**config.mk**
```make
export PLATFORM = sky130hd
export DESIGN_NAME = ddpsc_top
export DESIGN_NICKNAME = d
export VERILOG_FILES = /design/src/ddpsc_pkg.sv /design/src/ddpsc_tap_dec.sv /design/src/ddpsc_top.sv
export SDC_FILE = /design/constraint.sdc
export NUM_CORES = 1
export LEC_CHECK = 0
export BUFFER_PORTS_ARGS = -buffer_cell sky130_fd_sc_hd__buf_2
export CORE_UTILIZATION = 50
export CTS_BUF_LIST = sky130_fd_sc_hd__clkbuf_8
export DETAILED_ROUTE_END_ITERATION = 12
export PLACE_DENSITY = 0.86
export SYNTH_ARGS = -nofsm -noshare
export SYNTH_HDL_FRONTEND = slang
export SYNTH_SLANG_ARGS = --single-unit
```
**constraint.sdc**
```tcl
create_clock -name i_clk_sys -period 4.2 [get_ports i_clk_sys]
set_input_delay 0.84 -clock i_clk_sys [delete_from_list [all_inputs] [get_ports i_clk_sys]]
set_output_delay 0.84 -clock i_clk_sys [all_outputs]
set_load 0.05 [all_outputs]
```
**src/ddpsc_pkg.sv**
```systemverilog
// shared constants, types and command codes of the dual pot serial control block
package ddpsc_pkg;
   // ====================================================================
   // array geometry
   localparam int POT_CNT = 2;
   localparam int TAP_BITS = 8;
   localparam int ELEM_CNT = 255;
   localparam int TAP_CNT = ELEM_CNT + 1;
   localparam int SAVED_CNT = 4;
   localparam logic [7:0] SAVED_RST = 8'h80;
   localparam logic [1:0] DEFAULT_SAVED_IDX = 2'h0;
   // ====================================================================
   // identification byte layout: type nibble, zero pair, strap pair
   localparam logic [3:0] DEV_TYPE_ID = 4'h6; // arbitrary value
   localparam int ID_TYPE_MSB = 7;
   localparam int ID_TYPE_LSB = 4;
   localparam int ID_ZERO_MSB = 3;
   localparam int ID_ZERO_LSB = 2;
   localparam int ID_ADDR_HI = 1;
   localparam int ID_ADDR_LO = 0;
   // ====================================================================
   // instruction byte layout: opcode nibble, pot bit, saved index
   localparam int INS_OP_MSB = 7;
   localparam int INS_OP_LSB = 4;
   localparam int INS_POT_BIT = 2;
   localparam int INS_REG_MSB = 1;
   localparam int INS_REG_LSB = 0;
   localparam logic [3:0] OP_RD_WIPER = 4'h9;
   localparam logic [3:0] OP_WR_WIPER = 4'hA;
   localparam logic [3:0] OP_RD_SAVED = 4'hB;
   localparam logic [3:0] OP_WR_SAVED = 4'hC;
   localparam logic [3:0] OP_XFR_TO_WIPER = 4'hD;
   localparam logic [3:0] OP_XFR_TO_SAVED = 4'hE;
   localparam logic [2:0] LAST_BIT = 3'h7;
   // ====================================================================
   // pin group sampled from outside the clock domain
   typedef struct packed {
      logic sck;
      logic si;
      logic cs_n;
      logic hold_n;
      logic wp_n;
      logic strap_hi;
      logic strap_lo;
   } ddpsc_pins_t;
   localparam ddpsc_pins_t PINS_RST = 7'h1C;
   // ====================================================================
   // serial sequence states
   typedef enum logic [5:0] {
      ST_IDLE = 6'h01,
      ST_ID = 6'h02,
      ST_INSTR = 6'h04,
      ST_DATA_IN = 6'h08,
      ST_DATA_OUT = 6'h10,
      ST_IGNORE = 6'h20
   } ddpsc_state_t;
endpackage

```
**src/ddpsc_tap_dec.sv**
```systemverilog
// registered one-hot decoder from wiper position to tap switch enables
`timescale 1ns/1ps
module ddpsc_tap_dec #(
   parameter int W = 8
) (
   input wire logic i_clk_sys, // system clock
   input wire logic i_nrst, // async reset, active low
   input wire logic [W-1:0] i_pos, // wiper position
   output logic [(1<<W)-1:0] o_tap // one-hot switch enables
);
   logic [(1<<W)-1:0] next_tap;

   // exactly one enable per position
   always_comb begin
      next_tap = '0;
      next_tap[i_pos] = 1'b1;
   end

   // register the enables; reset selects tap zero
   always_ff @(posedge i_clk_sys or negedge i_nrst) begin
      if (!i_nrst) begin
         o_tap <= {{((1<<W)-1){1'b0}}, 1'b1};
      end else begin
         o_tap <= next_tap;
      end
   end
endmodule

```
**src/ddpsc_top.sv**
```systemverilog
// serial control of two digital pots: wiper and saved-setting registers
`timescale 1ns/1ps
module ddpsc_top
   import ddpsc_pkg::*;
#(
   parameter int NPOT = ddpsc_pkg::POT_CNT,
   parameter int NSAVED = ddpsc_pkg::SAVED_CNT,
   parameter logic [3:0] TYPE_ID = ddpsc_pkg::DEV_TYPE_ID // arbitrary value
) (
   input wire logic i_clk_sys, // system clock
   input wire logic i_nrst, // async reset, active low
   input wire logic i_sck, // serial clock pin
   input wire logic i_si, // serial data in pin
   input wire logic i_cs_n, // chip select, active low
   input wire logic i_hold_n, // pause input, active low
   input wire logic i_wp_n, // write protect, active low
   input wire logic i_slave_addr_strap_lo, // address strap bit 0
   input wire logic i_slave_addr_strap_hi, // address strap bit 1
   output logic o_so, // serial data out
   output logic o_so_oe, // serial out drive enable
   output logic [ddpsc_pkg::TAP_CNT-1:0] o_tap_sel0, // pot 0 switch enables
   output logic [ddpsc_pkg::TAP_CNT-1:0] o_tap_sel1, // pot 1 switch enables
   output logic [7:0] o_wiper0, // pot 0 wiper position
   output logic [7:0] o_wiper1 // pot 1 wiper position
);
   import ddpsc_pkg::*;

   // ====================================================================
   // pin synchronisers
   ddpsc_pins_t pins_raw;
   ddpsc_pins_t meta;
   ddpsc_pins_t pins;
   logic sck_prev;

   assign pins_raw = '{sck: i_sck, si: i_si, cs_n: i_cs_n, hold_n: i_hold_n,
                       wp_n: i_wp_n, strap_hi: i_slave_addr_strap_hi,
                       strap_lo: i_slave_addr_strap_lo};

   // two flops per pin, then one more on the clock for edge finding
   always_ff @(posedge i_clk_sys or negedge i_nrst) begin
      if (!i_nrst) begin
         meta <= PINS_RST;
         pins <= PINS_RST;
         sck_prev <= 1'b0;
      end else begin
         meta <= pins_raw;
         pins <= meta;
         sck_prev <= pins.sck;
      end
   end

   // ====================================================================
   // control and storage state
   ddpsc_state_t state, next_state;
   logic [2:0] cnt, next_cnt;
   logic [7:0] sh, next_sh;
   logic [7:0] out_sh, next_out_sh;
   logic [3:0] op, next_op;
   logic pot, next_pot;
   logic [1:0] ridx, next_ridx;
   logic so, next_so;
   logic so_oe, next_so_oe;
   logic cs_prev, next_cs_prev;
   logic armed, next_armed;
   logic recalled, next_recalled;
   logic [7:0] wiper_position_reg [NPOT];
   logic [7:0] next_wiper [NPOT];
   logic [7:0] saved [NPOT][NSAVED];
   logic [7:0] next_saved [NPOT][NSAVED];
   logic sck_rise, sck_fall, sel, run;
   logic [7:0] byte_in;

   // read one saved setting
   function automatic logic [7:0] saved_rd(input logic p, input logic [1:0] r,
                                           input logic [7:0] s [NPOT][NSAVED]);
      saved_rd = s[p][r];
   endfunction

   // opcode expects a data byte from the host
   function automatic logic is_write(input logic [3:0] o);
      is_write = (o == OP_WR_WIPER) || (o == OP_WR_SAVED);
   endfunction

   assign sck_rise = pins.sck && !sck_prev;
   assign sck_fall = !pins.sck && sck_prev;
   assign sel = armed && !pins.cs_n;
   assign run = sel && pins.hold_n;
   assign byte_in = {sh[6:0], pins.si};

   // serial sequencer, register writes, transfers and recall
   always_comb begin
      next_state = state;
      next_cnt = cnt;
      next_sh = sh;
      next_out_sh = out_sh;
      next_op = op;
      next_pot = pot;
      next_ridx = ridx;
      next_so = so;
      next_wiper = wiper_position_reg;
      next_saved = saved;
      next_cs_prev = pins.cs_n;
      next_armed = armed;
      next_recalled = 1'b1;
      // default saved setting loads each wiper once after power-up
      if (!recalled) begin
         for (int p = 0; p < NPOT; p++) begin
            next_wiper[p] = saved[p][DEFAULT_SAVED_IDX];
         end
      end
      // a fall of chip select arms the port and starts a new sequence
      if (cs_prev && !pins.cs_n) begin
         next_armed = 1'b1;
         next_state = ST_ID;
         next_cnt = 3'h0;
      end else if (pins.cs_n) begin
         next_state = ST_IDLE;
         next_cnt = 3'h0;
      end else if (run && sck_rise && state != ST_DATA_OUT) begin
         next_sh = byte_in;
         next_cnt = cnt + 3'h1;
         if (cnt == LAST_BIT) begin
            case (state)
               ST_ID: begin
                  if (byte_in[ID_TYPE_MSB:ID_TYPE_LSB] == TYPE_ID &&
                      byte_in[ID_ZERO_MSB:ID_ZERO_LSB] == 2'h0 &&
                      byte_in[ID_ADDR_HI] == pins.strap_hi &&
                      byte_in[ID_ADDR_LO] == pins.strap_lo) begin
                     next_state = ST_INSTR;
                  end else begin
                     next_state = ST_IGNORE;
                  end
               end
               ST_INSTR: begin
                  next_op = byte_in[INS_OP_MSB:INS_OP_LSB];
                  next_pot = byte_in[INS_POT_BIT];
                  next_ridx = byte_in[INS_REG_MSB:INS_REG_LSB];
                  next_state = ST_IGNORE;
                  case (byte_in[INS_OP_MSB:INS_OP_LSB])
                     OP_RD_WIPER: begin
                        next_out_sh = wiper_position_reg[byte_in[INS_POT_BIT]];
                        next_state = ST_DATA_OUT;
                     end
                     OP_RD_SAVED: begin
                        next_out_sh = saved_rd(byte_in[INS_POT_BIT],
                                               byte_in[INS_REG_MSB:INS_REG_LSB],
                                               saved);
                        next_state = ST_DATA_OUT;
                     end
                     OP_XFR_TO_WIPER: begin
                        next_wiper[byte_in[INS_POT_BIT]] =
                           saved_rd(byte_in[INS_POT_BIT],
                                    byte_in[INS_REG_MSB:INS_REG_LSB], saved);
                     end
                     OP_XFR_TO_SAVED: begin
                        if (pins.wp_n) begin
                           next_saved[byte_in[INS_POT_BIT]]
                              [byte_in[INS_REG_MSB:INS_REG_LSB]] =
                              wiper_position_reg[byte_in[INS_POT_BIT]];
                        end
                     end
                     default: begin
                        if (is_write(byte_in[INS_OP_MSB:INS_OP_LSB])) begin
                           next_state = ST_DATA_IN;
                        end
                     end
                  endcase
               end
               ST_DATA_IN: begin
                  next_state = ST_IGNORE;
                  if (op == OP_WR_WIPER) begin
                     next_wiper[pot] = byte_in;
                  end else if (pins.wp_n) begin
                     next_saved[pot][ridx] = byte_in;
                  end
               end
               default: begin
                  next_state = state;
               end
            endcase
         end
      end else if (run && sck_fall && state == ST_DATA_OUT) begin
         next_so = out_sh[7];
         next_out_sh = {out_sh[6:0], 1'b0};
      end
      // output floats when deselected or paused
      next_so_oe = (next_state == ST_DATA_OUT) && run;
   end

   // register the control and storage state
   always_ff @(posedge i_clk_sys or negedge i_nrst) begin
      if (!i_nrst) begin
         state <= ST_IDLE;
         cnt <= 3'h0;
         sh <= 8'h00;
         out_sh <= 8'h00;
         op <= 4'h0;
         pot <= 1'b0;
         ridx <= 2'h0;
         so <= 1'b0;
         so_oe <= 1'b0;
         cs_prev <= 1'b0;
         armed <= 1'b0;
         recalled <= 1'b0;
         for (int p = 0; p < NPOT; p++) begin
            wiper_position_reg[p] <= 8'h00;
            for (int r = 0; r < NSAVED; r++) begin
               saved[p][r] <= SAVED_RST;
            end
         end
      end else begin
         state <= next_state;
         cnt <= next_cnt;
         sh <= next_sh;
         out_sh <= next_out_sh;
         op <= next_op;
         pot <= next_pot;
         ridx <= next_ridx;
         so <= next_so;
         so_oe <= next_so_oe;
         cs_prev <= next_cs_prev;
         armed <= next_armed;
         recalled <= next_recalled;
         wiper_position_reg <= next_wiper;
         saved <= next_saved;
      end
   end

   // ====================================================================
   // outputs and tap decoders (256 taps over 255 elements per string)
   assign o_so = so;
   assign o_so_oe = so_oe;
   assign o_wiper0 = wiper_position_reg[0];
   assign o_wiper1 = wiper_position_reg[1];

   ddpsc_tap_dec #(.W(TAP_BITS)) u_dec0 (
      .i_clk_sys(i_clk_sys),
      .i_nrst(i_nrst),
      .i_pos(wiper_position_reg[0]),
      .o_tap(o_tap_sel0)
   );

   ddpsc_tap_dec #(.W(TAP_BITS)) u_dec1 (
      .i_clk_sys(i_clk_sys),
      .i_nrst(i_nrst),
      .i_pos(wiper_position_reg[1]),
      .o_tap(o_tap_sel1)
   );
endmodule

```
**After elaboration in Yosys (flattened, before gate mapping)**

Cells that the tools add are included.

- Add/subtract/negate cells: 1
- Order comparisons: 12
- Equal/unequal tests: 24
- Muxes and demuxes: 58
- Bitwise operators: 7
- Reductions and logical operators: 34

Operators with widths:

| kind | count |
|---|---|
| 64-bit two-way mux | 4 |
| 32-bit two-way mux | 5 |
| 64-bit bitwise mux | 2 |
| 64-bit one-hot mux with 2 select lines | 1 |
| 16-bit two-way mux | 7 |
| 8-bit two-way mux | 13 |
| 32-bit demux with 1-bit select | 2 |
| 6-bit two-way mux | 6 |
| 16-bit bitwise mux | 2 |
| 8-bit demux with 2-bit select | 2 |
| 16-bit one-hot mux with 2 select lines | 1 |
| 4-bit equality test, second input constant | 7 |
| 1-bit logical AND | 19 |
| 8-bit by 9-bit < comparator with 1-bit output, second input constant | 2 |
| 6-bit one-hot mux with 3 select lines | 1 |
| 8-bit binary-select mux with 2-bit select | 1 |
| 1-bit demux with 8-bit select | 2 |
| 8-bit demux with 1-bit select | 2 |
| 8-bit by 1-bit >= comparator with 1-bit output, second input constant | 2 |
| 8-bit one-hot mux with 2 select lines | 1 |
| 6-bit by 5-bit equality test with 1-bit output, second input constant | 2 |
| 6-bit one-hot mux with 2 select lines | 1 |
| 3-bit two-way mux | 3 |
| 9-bit AND reduction | 1 |
| 29 further kinds | 47 |

- Register bits after elaboration: 643
- Input port bits: 9
- Output and inout bits: 530
- Word-level logic and storage cells: 175

**Logic depth before layout (Yosys ltp)**

- Depth in word-level cells: 14
- Gate-level depth with buffers: 9
- Depth with buffers taken out: 7

**Modules after synthesis**

From an unflattened synthesis, not the netlist that was laid out.

- Cell total of the unflattened synthesis: 1964
- Area total of the unflattened synthesis: 23936.7 µm²

Modules (own cells, without submodules):

| module | times used | cells an instance | area each (µm²) | seq. area each (µm²) |
|---|---|---|---|---|
| ddpsc_tap_dec (u_dec1) | 1 | 606 | 8087.8 | 6407.4 |
| ddpsc_tap_dec (u_dec0) | 1 | 606 | 8074.0 | 6407.4 |
| ddpsc_top | 1 | 752 | 7775.0 | 3296.9 |

**Worst setup path after synthesis**

Ideal clock, no wire load.

- Kind: register to register
- Start point: reg state[1]
- End point: reg saved[24] (netlist bit)
- Setup time: 125 ps
- Arrival time: 2240 ps
- Data required time: 4075 ps
- Slack: 1835 ps
- Cell stages (with the launch flop): 10
- Buffers on the path: 4
- Cells stage by stage: dfrtp_1 buf_6 or4_1 buf_2 nor4_4 o211ai_2 buf_6 o21ba_4 buf_12 mux2_4

- Word-level cells in the longest chain between the ends: 3

Ends and longest elaborated chain:

| what | RTL line | text |
|---|---|---|
| from (decl) | ddpsc_top.sv:54 | `ddpsc_state_t state, next_state;` |
| from (signal assigned) | ddpsc_top.sv:212 | `state <= next_state;` |
| 6-bit by 3-bit equality test with 1-bit output (tied with other cells) | ddpsc_top.sv:123 | `case (state)` |
| 2-bit != test (no line) (tied with other cells) | - |  |
| 9-bit AND reduction (no line) | - |  |
| to (signal assigned) | ddpsc_top.sv:225 | `saved <= next_saved;` |
| to (decl) | ddpsc_top.sv:68 | `logic [7:0] saved [NPOT][NSAVED];` |

Several ways; a longest one is shown, not always the timed one.
A chain may end at the register's enable or synchronous reset.

**Worst setup path after layout**

- Start point: reg cnt[0]
- End point: reg out_sh[2]

- Word-level cells in the longest chain between the ends: 3

Ends and longest elaborated chain:

| what | RTL line | text |
|---|---|---|
| from (decl) | ddpsc_top.sv:55 | `logic [2:0] cnt, next_cnt;` |
| from (signal assigned) | ddpsc_top.sv:213 | `cnt <= next_cnt;` |
| 3-bit equality test | ddpsc_top.sv:122 | `if (cnt == LAST_BIT) begin` |
| 2-bit by 1-bit != test with 1-bit output (no line) | - |  |
| 6-bit AND reduction (no line) | - |  |
| to (signal assigned) | ddpsc_top.sv:215 | `out_sh <= next_out_sh;` |
| to (decl) | ddpsc_top.sv:57 | `logic [7:0] out_sh, next_out_sh;` |

Every way passes these cells.

==> reports/qor.yml <==
floorplan:
  io_pins: 539
  die_h_um: 215.0
  rows: 77
  dieArea_um2: 46240
  coreArea_um2: 44510
  start_util: 0.5099
  die_w_um: 215.0
yosys:
  yosys.area.top_type: "dfrtp_1"
  synthCells: 1824
  syn-num-nets: 1835
  ys_types: 79
  synthFlopType: "dfrtp_1"
  syn_avg_cell_area_um2: 12.44
  synth-edff-count: 0
  synth_top_area_frac: 0.6903
  syn_area_um2: 22690
  ys_warn_count: 0
  synth_area_leaders: "dfrtp_1 69%, nor2_1 9.0%, mux2_2 2.2%"
  ys_ff_latch: 643
  synthArstFlopShare: 1.000
  ys_seq_area_frac: 0.7099
status:
  failed_checks: "DRC"
  status: "finished, violations left"
timing:
  timing.fmax_mhz: 340.2
  drv_slew: 0
  finalCritPeriodShare: 0.6999
  finalClockSkew_ns: 0.04971
  relSlewSlack: 0.1496
  finalSetupViolations: 0
  rsz0062_at_grt: "false"
  worst_pin_slew_ns: 1.262
  final-hold-violation-count: 0
  min_period_ns: 2.940
  fin_tns_setup_ns: 0
drt:
  wl_per_cell_um: 24.96
  drc: 4
  wirelength_um: 75290
  via_per_inst: 5.869
  first_iter_violations: 2014
  ant_nets: 0
  dr.pass1.iters: 10
  vias: 17700
pwr:
  power_density_nw_per_um2: 423.4
  p_leak_nw: 14.72
  fin_total_pwr_mw: 11.80
  vdd.ir_drop.worst_uv: 287.8
clock_tree:
  clock_latency_ns: 0.70
  clock_path_buffers: 3
  numCtsBuffers: 97
  root_buffer: "clkbuf_8"
  cts_sinks: 643
  holdBufCountCts: 0
  cts_tree: "built"
  postCtsSetupRepairBufs: 0
  h-tree-depth: 3
  path_clk_slew_ns: 0.06
  cts_resized: 0
placed_design:
  dpl.cell_count: 2844
  gp_congestion: 0.9587
  postPlaceCellArea_um2: 25830
  port_buffers: 538
  dp_hpwl_um: 49220
global_route:
  grt_first_pass_wirelength_um: 110800
  grt_pass1_vias: 17883
  track_usage: 0.3232
  antenna_found_initial: 0
  overflow: 0
  grt_max_degree: 94
min_path:
  min_path_type: "primary input to asynchronous set/reset pin"
critical_path:
  crit_path_top_delay_cell: "o41ai_2"
  r2r-end: "out_sh[2]$_DFFE_PN0P_"
  path_class: "flop to flop"
  cpMostUsedCell: "ha_1"
  arrival_ns: 3.55
  max_stage_delay_ns: 1.12
  crit_family: "compound AO/OA/AOI/OAI gates"
  r2r_cells: 8
  path_cells: "ha_1 -> ha_1 -> and4bb_1 -> o211ai_1 -> buf_4 -> o41ai_2 -> nor2_1 -> a31oi_1"
  crit_path_end_kind: "flop"
  r2r-start: "cnt[0]$_DFFE_PN0P_"
  crit_fanout: 20
  cp-start-kind: "flop"
  crit_path_start: "cnt[0]$_DFFE_PN0P_"
  rrSetupSlack_ns: 1.26
  crit_required_ns: 4.81
  cp_num_buf_inv: 1
flow_run:
  max_cap_viol_count: 0
cells_and_area:
  design_area_um2: 27860
  area_growth_pct: 22.75
  instances_no_fill: 3016
  nNetsFinal: 2362
  drive_gt1_frac: 0.3331
## layout by cell type, fill, tap and decap left out, types with 5 or more instances in the layout
master	n
dfrtp_1	625
nor2_1	544
buf_2	537
clkbuf_8	126
nand2_1	59
mux2_2	44
inv_1	42
o2bb2ai_1	41
a22oi_1	40
mux2i_1	29
nand3_1	28
a22o_1	21
nor2b_1	20
o21ai_0	19
buf_4	19
o22ai_1	18
dfstp_2	17
a21oi_1	12
nor3_1	11
a31oi_1	9
and3b_1	9
mux2_4	8
or3_1	7
nor3b_1	6
mux4_2	6
and3_1	6
buf_12	6
nand4_1	5
nor4_1	5
## state kept, by name, indices dropped and copies added (netlist names), 2 cells and up
signal and flops:
u_dec0.o_tap 256, u_dec1.o_tap 256, saved 64, o_wiper0 8, o_wiper1 8, out_sh 8
meta 7, sh 7, state 6, pins 5, op 4, cnt 3
ridx 2
## layout make-up
type / instances / area, um2
diodes: 1 / 2.502
clock buffers: 126 / 1734
clock inverters: 45 / 286.5
fillers: 3286 / 16650
inverters: 10 / 37.54
multi-input cells: 1036 / 5978
flip-flops and latches: 643 / 16110
well taps: 592 / 740.7
repair buffers: 563 / 2965
## routing by layer
layer | wire length [um] | vias up | track usage
li1 | - | 7113 | -
met1 | 27100 | 8980 | 0.3976
met2 | 36560 | 1283 | 0.5229
met3 | 7350 | 324 | 0.07714
met4 | 4288 | 0 | 0.1913
met5 | 0 | - | 0
## report_power, final
| part | leakage (nW) | internal [mW] | switching (mW) |
|---|---|---|---|
| combinational | 4.67 | 0.0628 | 0.194 |
| clock | 1.16 | 2.87 | 2.41 |
| sequential | 8.89 | 6.21 | 0.0449 |
## cells by family after synthesis
group | after synthesis | share of synthesized area
other | 1 | 0.0001652
muxes | 91 | 0.04786
xor gates and xnor gates | 5 | 0.001930
adders and majority gates | 2 | 0.001102
DFF | 643 | 0.7099
AOI/OAI and AO/OA | 202 | 0.07096
buffers and inverters | 145 | 0.02702
and+or+nand+nor | 735 | 0.1410
## synth_stat cells, types with 5 or more instances
cell and number:
a21oi_1 12, mux2_2 44, o22ai_1 18, o2bb2ai_1 41, buf_1 9, nor2b_1 20
a22oi_1 40, nor3_1 11, nor4_1 5, dfstp_2 17, and3b_1 9, and3_1 6
nand4_1 5, inv_1 10, nor3b_1 6, nand2_1 59, a22o_1 21, mux2i_1 29
or3_1 7, clkbuf_1 110, buf_2 9, a31oi_1 9, mux4_2 6, mux2_4 8
nand3_1 28, dfrtp_1 626, o21ai_0 19, nor2_1 544, buf_6 5
## worst reg2reg max path, stage by stage, from the launching register on
cell and delay, ns:
dfrtp_1 0.36, ha_1 0.17, ha_1 0.14, and4bb_1 0.35, o211ai_1 0.13, buf_4 0.24
o41ai_2 1.12, nor2_1 0.13, a31oi_1 0.23
## stage by stage
stage / setup slack [ns] / hold slack (ns) / utilization
after floorplan: 1.835 / 0.3312 / -
after global placement: 1.384 / 0.3449 / 0.5804
after detailed placement: 1.337 / 0.3404 / 0.5804
after CTS: 1.321 / 0.1589 / 0.6258
after global routing: 1.112 / 0.1955 / 0.6258
final: 1.260 / 0.1733 / 0.6259
## worst max path at each step
stage | to | cells past startpoint
final | out_sh[2]$_DFFE_PN0P_ | 8
after global routing | out_sh[7]$_DFFE_PN0P_ | 8
after CTS | out_sh[2]$_DFFE_PN0P_ | 8
after detailed placement | out_sh[2]$_DFFE_PN0P_ | 8
after global placement | saved[2]$_DFFE_PN0P_ | 6
after floorplan | saved[24]$_DFFE_PN0P_ | 9
Note: power is estimated with default switching activity, not from simulation.
